**src/rtl/aalu_consts.svh**
```systemverilog
// Constants for the add and logic ALU block
`ifndef AALU_CONSTS_SVH
`define AALU_CONSTS_SVH
`define AALU_ACCUM_RST  8'h00
`define AALU_MEM_RST    8'h00
`define AALU_FLAG_RST   1'b0
`define AALU_MSB        7
`define AALU_NIB_MSB    3
`define AALU_OP_W       3
`endif

```
**src/rtl/aalu_pkg.sv**
```systemverilog
// Types for the add and logic ALU block
`include "aalu_consts.svh"
package aalu_pkg;
  typedef enum logic [2:0] {
    AALU_OP_ADC_A   = 3'h0,
    AALU_OP_ADC_MEM = 3'h1,
    AALU_OP_ADD_A   = 3'h2,
    AALU_OP_ADD_IMM = 3'h3,
    AALU_OP_ADD_MEM = 3'h4,
    AALU_OP_AND_A   = 3'h5,
    AALU_OP_AND_IMM = 3'h6,
    AALU_OP_AND_MEM = 3'h7
  } aalu_op_t;
  typedef enum logic [1:0] {
    AALU_ST_IDLE = 2'h1,
    AALU_ST_DONE = 2'h2
  } aalu_state_t;
endpackage

```
**src/rtl/aalu_adder.sv**
```systemverilog
// Eight-bit adder with carry in, producing the carry, half-carry and overflow flags
`timescale 1ns/1ps
`default_nettype none
module aalu_adder
  import aalu_pkg::*;
(
  // Operands
  input  wire logic [7:0] a,
  input  wire logic [7:0] b,
  input  wire logic       cin,
  // Results
  output logic [7:0]      sum,
  output logic            carry_out,
  output logic            half_carry_out,
  output logic            overflow_out
);
  logic [4:0] low_nib;
  logic [8:0] full;
  always_comb begin
    low_nib        = {1'b0, a[3:0]} + {1'b0, b[3:0]} + {4'h0, cin};
    full           = {1'b0, a} + {1'b0, b} + {8'h00, cin};
    sum            = full[7:0];
    carry_out      = full[8];
    half_carry_out = low_nib[4];
    // Same-sign operands with a result of the other sign
    overflow_out   = (a[7] == b[7]) && (full[7] != a[7]);
  end
endmodule
`default_nettype wire

```
**src/rtl/aalu_core.sv**
```systemverilog
// Add, add-with-carry and AND datapath with accumulator and flags
`timescale 1ns/1ps
`default_nettype none
`include "aalu_consts.svh"
module aalu_core
  import aalu_pkg::*;
(
  // Clock and reset
  input  wire logic       core_clk,
  input  wire logic       rst,
  // Operation request
  input  wire logic       op_valid,
  input  wire logic [2:0] op_code,
  input  wire logic [7:0] mem_operand,
  input  wire logic [7:0] imm_operand,
  // Accumulator load
  input  wire logic       accum_load,
  input  wire logic [7:0] accum_load_data,
  // Memory write-back
  output logic            mem_write,
  output logic [7:0]      mem_write_data,
  // State
  output logic [7:0]      accumulator_reg,
  output logic            carry_flag,
  output logic            half_carry_flag,
  output logic            zero_flag,
  output logic            signed_overflow_flag,
  output logic            op_done
);
  aalu_op_t    op;
  aalu_state_t state_r;
  aalu_state_t state_nxt;
  logic [7:0]  add_b;
  logic        add_cin;
  logic [7:0]  add_sum;
  logic        add_c;
  logic        add_hc;
  logic        add_ov;
  logic [7:0]  result;
  logic        is_add;
  logic        to_mem;

  function automatic logic is_zero(input logic [7:0] v);
    is_zero = (v == 8'h00);
  endfunction

  assign op = aalu_op_t'(op_code);

  // Every item sets all four controls, so no stale value can leak through
  always_comb begin
    add_b   = mem_operand;
    add_cin = 1'b0;
    is_add  = 1'b1;
    to_mem  = 1'b0;
    case (op)
      AALU_OP_ADC_A: begin
        add_b   = mem_operand;
        add_cin = carry_flag;
        is_add  = 1'b1;
        to_mem  = 1'b0;
      end
      AALU_OP_ADC_MEM: begin
        add_b   = mem_operand;
        add_cin = carry_flag;
        is_add  = 1'b1;
        to_mem  = 1'b1;
      end
      AALU_OP_ADD_A: begin
        add_b   = mem_operand;
        add_cin = 1'b0;
        is_add  = 1'b1;
        to_mem  = 1'b0;
      end
      AALU_OP_ADD_IMM: begin
        add_b   = imm_operand;
        add_cin = 1'b0;
        is_add  = 1'b1;
        to_mem  = 1'b0;
      end
      AALU_OP_ADD_MEM: begin
        add_b   = mem_operand;
        add_cin = 1'b0;
        is_add  = 1'b1;
        to_mem  = 1'b1;
      end
      AALU_OP_AND_A: begin
        add_b   = mem_operand;
        add_cin = 1'b0;
        is_add  = 1'b0;
        to_mem  = 1'b0;
      end
      AALU_OP_AND_IMM: begin
        add_b   = imm_operand;
        add_cin = 1'b0;
        is_add  = 1'b0;
        to_mem  = 1'b0;
      end
      AALU_OP_AND_MEM: begin
        add_b   = mem_operand;
        add_cin = 1'b0;
        is_add  = 1'b0;
        to_mem  = 1'b1;
      end
      default: begin
        add_b   = mem_operand;
        add_cin = 1'b0;
        is_add  = 1'b1;
        to_mem  = 1'b0;
      end
    endcase
  end

  aalu_adder u_adder (
    .a              (accumulator_reg),
    .b              (add_b),
    .cin            (add_cin),
    .sum            (add_sum),
    .carry_out      (add_c),
    .half_carry_out (add_hc),
    .overflow_out   (add_ov)
  );

  assign result = is_add ? add_sum : (accumulator_reg & add_b);

  // One operation per cycle; done pulse follows each taken request
  always_comb begin
    case (state_r)
      AALU_ST_IDLE: state_nxt = op_valid ? AALU_ST_DONE : AALU_ST_IDLE;
      AALU_ST_DONE: state_nxt = op_valid ? AALU_ST_DONE : AALU_ST_IDLE;
      default:      state_nxt = AALU_ST_IDLE;
    endcase
  end

  always_ff @(posedge core_clk) begin
    if (rst) begin
      state_r <= AALU_ST_IDLE;
    end else begin
      state_r <= state_nxt;
    end
  end

  // Done is a plain one-cycle echo of the request, never held
  always_ff @(posedge core_clk) begin
    if (rst) begin
      op_done <= 1'b0;
    end else begin
      op_done <= op_valid;
    end
  end

  // Accumulator: an operation that writes the accumulator wins over a plain load in the same cycle; a memory-targeted one lets the load through
  always_ff @(posedge core_clk) begin
    if (rst) begin
      accumulator_reg <= `AALU_ACCUM_RST;
    end else if (op_valid && !to_mem) begin
      accumulator_reg <= result;
    end else if (accum_load) begin
      accumulator_reg <= accum_load_data;
    end
  end

  always_ff @(posedge core_clk) begin
    if (rst) begin
      mem_write <= 1'b0;
    end else begin
      mem_write <= op_valid && to_mem;
    end
  end

  // Write data holds after the strobe so a slow memory port can sample late
  always_ff @(posedge core_clk) begin
    if (rst) begin
      mem_write_data <= `AALU_MEM_RST;
    end else if (op_valid && to_mem) begin
      mem_write_data <= result;
    end
  end

  // AND ops leave carry, half-carry and overflow untouched
  always_ff @(posedge core_clk) begin
    if (rst) begin
      carry_flag <= `AALU_FLAG_RST;
    end else if (op_valid && is_add) begin
      carry_flag <= add_c;
    end
  end

  always_ff @(posedge core_clk) begin
    if (rst) begin
      half_carry_flag <= `AALU_FLAG_RST;
    end else if (op_valid && is_add) begin
      half_carry_flag <= add_hc;
    end
  end

  always_ff @(posedge core_clk) begin
    if (rst) begin
      signed_overflow_flag <= `AALU_FLAG_RST;
    end else if (op_valid && is_add) begin
      signed_overflow_flag <= add_ov;
    end
  end

  // Zero follows every operation, add or AND alike
  always_ff @(posedge core_clk) begin
    if (rst) begin
      zero_flag <= `AALU_FLAG_RST;
    end else if (op_valid) begin
      zero_flag <= is_zero(result);
    end
  end
endmodule
`default_nettype wire

```
**config.mk**
```make
export PLATFORM = sky130hd
export DESIGN_NAME = aalu_core
export DESIGN_NICKNAME = d
export VERILOG_FILES = /design/src/rtl/aalu_pkg.sv /design/src/rtl/aalu_adder.sv /design/src/rtl/aalu_core.sv
export VERILOG_INCLUDE_DIRS = /design/src /design/src/rtl
export SDC_FILE = /design/constraint.sdc
export NUM_CORES = 1
export LEC_CHECK = 0
export ABC_AREA = 1
export ABC_CLOCK_PERIOD_IN_PS = 2600
export BUFFER_PORTS_ARGS = -buffer_cell sky130_fd_sc_hd__clkbuf_2
export CORE_MARGIN = 2
export CORE_UTILIZATION = 45
export CTS_CLUSTER_DIAMETER = 50
export DETAILED_ROUTE_END_ITERATION = 10
export PLACE_DENSITY = 0.86
export SLEW_MARGIN = 20
export SYNTH_ARGS = -nofsm -noshare
export SYNTH_HDL_FRONTEND = slang
export SYNTH_SLANG_ARGS = --single-unit
```
**constraint.sdc**
```tcl
create_clock -name core_clk -period 2.6 [get_ports core_clk]
set_clock_uncertainty 0.1 [all_clocks]
set_input_delay 0.13 -clock core_clk [delete_from_list [all_inputs] [get_ports core_clk]]
set_output_delay 0.13 -clock core_clk [all_outputs]
set_load 0.01 [all_outputs]
```
==> impl_metrics.tcl <==
set metrics [dict create \
    p_sw_share_pct 34.36 \
    vias 1796 \
    drt_iter0_markers 153 \
    hp-class "in2reg" \
    synth_seq_cells 22 \
    finalSetupViolations 0 \
    dp_hpwl_um 3319 \
    clock_path_buffers 2 \
    yosys-top-cells-area "dfxtp_1 28%, nand2_1 15%, nand3_1 10%" \
    synthArstFlopShare_pct 0 \
    area_growth_pct 29.54 \
    synthTopCellsByCount "61 x nand2_1, 36 x inv_1, 32 x nand3_1" \
    drive_gt1_share_pct 27.81 \
    fmax_ghz 0.4114 \
    drc 0 \
    synthFlopType "dfxtp_1" \
    crit_end "zero_flag$_SDFFE_PP0P_" \
    clock_tree.root_cell "clkbuf_4" \
    finalMaxSlewViolations 0 \
    ys_warn_count 0 \
    tightest_slew_ps 374.5 \
    postSynthCellCount 237 \
    dieWidth_um 62.93 \
    fp.coreArea_um2 3337 \
    antenna_found_initial 0 \
    synth_edf_count 0 \
    period_minus_slack_ps 2431 \
    seq_area_frac_synth_pct 28.18 \
    cp-start-kind "flop" \
    first_global_vias 1609 \
    leakagePower_nw 1.134 \
    first_pass_iters 6 \
    fin_util_pct 60.67 \
    grt_pass1_wl_um 7182 \
    fin_crit_sh_pct 93.49 \
    setup-tns-final_ps 0 \
    internal-power_uw 681.7 \
    critPathRequiredTime_ps 2750 \
    avgSynthCellArea_um2 6.594 \
    max_cap_violations 0 \
    place_congestion 0.8695 \
    cts_buffers 3 \
    start_util_pct 46.83 \
    reg2regPathDepth 12 \
    r2r_start "accumulator_reg[0]$_SDFFE_PP0P_" \
    critical_path_arrival_ps 2580 \
    criticalPathCategory "reg2reg" \
    p_comb_share_pct 37.3 \
    antenna_left 0 \
    clock_latency_ps 320 \
    cp-end-kind "flop" \
    holdCritStartpoint "rst" \
    power_switching_uw 356.8 \
    r2r_slack_ps 170 \
    grt_max_degree 17 \
    pin_count 53 \
    pwr_density_cell_nw_per_um2 513.0 \
    grt_use_total_pct 22.06 \
    viasPerCell 5.161 \
    synth_top_area_cell "dfxtp_1" \
    antenna_cells 0 \
    p_clk_share_pct 25.5 \
    syn_area_um2 1563 \
    hold_violations 0 \
    reg2reg_to "zero_flag$_SDFFE_PP0P_" \
    cp-startpoint "accumulator_reg[0]$_SDFFE_PP0P_" \
    die_h_um 62.93 \
    clk_pin_slew_worst_paths_ps 130 \
    ys_types 25 \
    yosysMostFrequentCell "nand2_1" \
    worstPathMaxFanout 3 \
    fin_nets 344 \
    totalWireLength_um 4212 \
    slew_headroom_pct 75.00 \
    grt_overflow_total 0 \
    cts_tree "done" \
    p_seq_share_pct 37.2 \
    htree_num_levels 1 \
    netlist.area_leader.share_pct 28.18 \
    port-buffer-count 52 \
    num_rows 21 \
    status "finished clean" \
    dieArea_um2 3960 \
    clock_sinks 22 \
    routedWlPerCell_um 12.10 \
    fill_cells 316 \
    ir_drop_mv 0.3358 \
    synth_nets 278 \
]
cell usage in the layout, fill, tap and decap left out, types with 2 or more instances in the layout:
cell           instances
a21oi_1               11
a31oi_1                6
buf_4                 12
clkbuf_2              52
clkbuf_4               3
dfxtp_1               22
dlygate4sd3_1          3
fa_1                   2
ha_1                   8
inv_1                 36
mux2_2                 6
nand2_1               61
nand2_2                3
nand3_1               32
nor2_1                17
o211ai_1               5
o21ai_0               12
o21ai_1                2
o21ai_2                2
cell families after synthesis:
family | after synthesis | synth area share, %
flip-flops | 22 | 28.18
AND/OR/NAND/NOR | 115 | 31.31
XOR/XNOR | 1 | 0.5606
multiplexers | 6 | 4.323
AO/OA/AOI/OAI | 40 | 15.21
adder cells (fa/ha/maj) | 10 | 8.968
buffers and inverters | 43 | 11.45
routing by layer:
layer	track usage, %	wire, um	up-vias
met2	35.77	1968	86
met3	3.063	297	11
met5	0	0	-
met4	4.167	70	0
li1	-	-	899
met1	31.26	1874	800
final cells by class:
| class | count | area, um^2 | area share [%] |
|---|---|---|---|
| Clock buffer | 3 | 22.52 | 1.112 |
| Tap cell | 46 | 57.56 | 2.843 |
| Clock inverter | 1 | 30.03 | 1.483 |
| Sequential cell | 22 | 440.4 | 21.76 |
| Multi-Input combinational cell | 172 | 954.7 | 47.16 |
| Inverter | 37 | 138.9 | 6.860 |
| Timing Repair Buffer | 67 | 380.4 | 18.79 |
power by group through the flow:
stage | combinational, mW | clock, mW | sequential (mW)
finish | 0.388 | 0.265 | 0.386
global route | 0.434 | 0.285 | 0.390
CTS | 0.380 | 0.264 | 0.386
detailed placement | 0.375 | 0 | 0.393
global placement | 0.364 | 0 | 0.393
floorplan | 0.233 | 0 | 0.403
through the flow:
stage	hold WS (ps)	worst slack [ps]	instances	power (mW)	instance area [um^2]
floorplan	208.6	15.60	237	0.6360	1563
global placement	324.5	-87.83	341	0.7568	1931
detailed placement	328.0	-240.6	341	0.7679	1931
CTS	1.474	53.26	347	1.030	2003
global route	40.09	-11.99	348	1.110	2024
finish	13.76	169.4	348	1.038	2024
what timing repair did:
| action | 4_1_cts | 5_1_grt |
|---|---|---|
| resized for setup | 0 | 4 |
| setup buffers | 0 | 0 |
| hold endpoints to repair | 2 | 1 |
| setup endpoints to repair | 0 | 4 |
| hold buffers | 2 | 1 |
critical path: stages, from the launching register on:
cell,delay [ps]
dfxtp_1,390
inv_1,100
fa_1,470
fa_1,410
inv_1,80
nand2_1,60
nand2_1,80
nand3_1,100
nand3_1,110
nand3_1,100
o21ai_2,100
nand3_1,110
a21oi_1,160
how the worst min path moves through the flow:
stage                                 endpoint  slack, ps  cells after the start
6_report                  mem_write$_SDFF_PP0_         10                      2
5_1_grt        accumulator_reg[7]$_SDFFE_PP0P_         40                      2
4_1_cts        accumulator_reg[7]$_SDFFE_PP0P_          1                      3
3_5_place_dp   accumulator_reg[5]$_SDFFE_PP0P_        330                      3
3_3_place_gp   accumulator_reg[1]$_SDFFE_PP0P_        320                      3
2_1_floorplan               op_done$_SDFF_PP0_        210                      2
No activity file was read; power rests on OpenSTA's default activity.
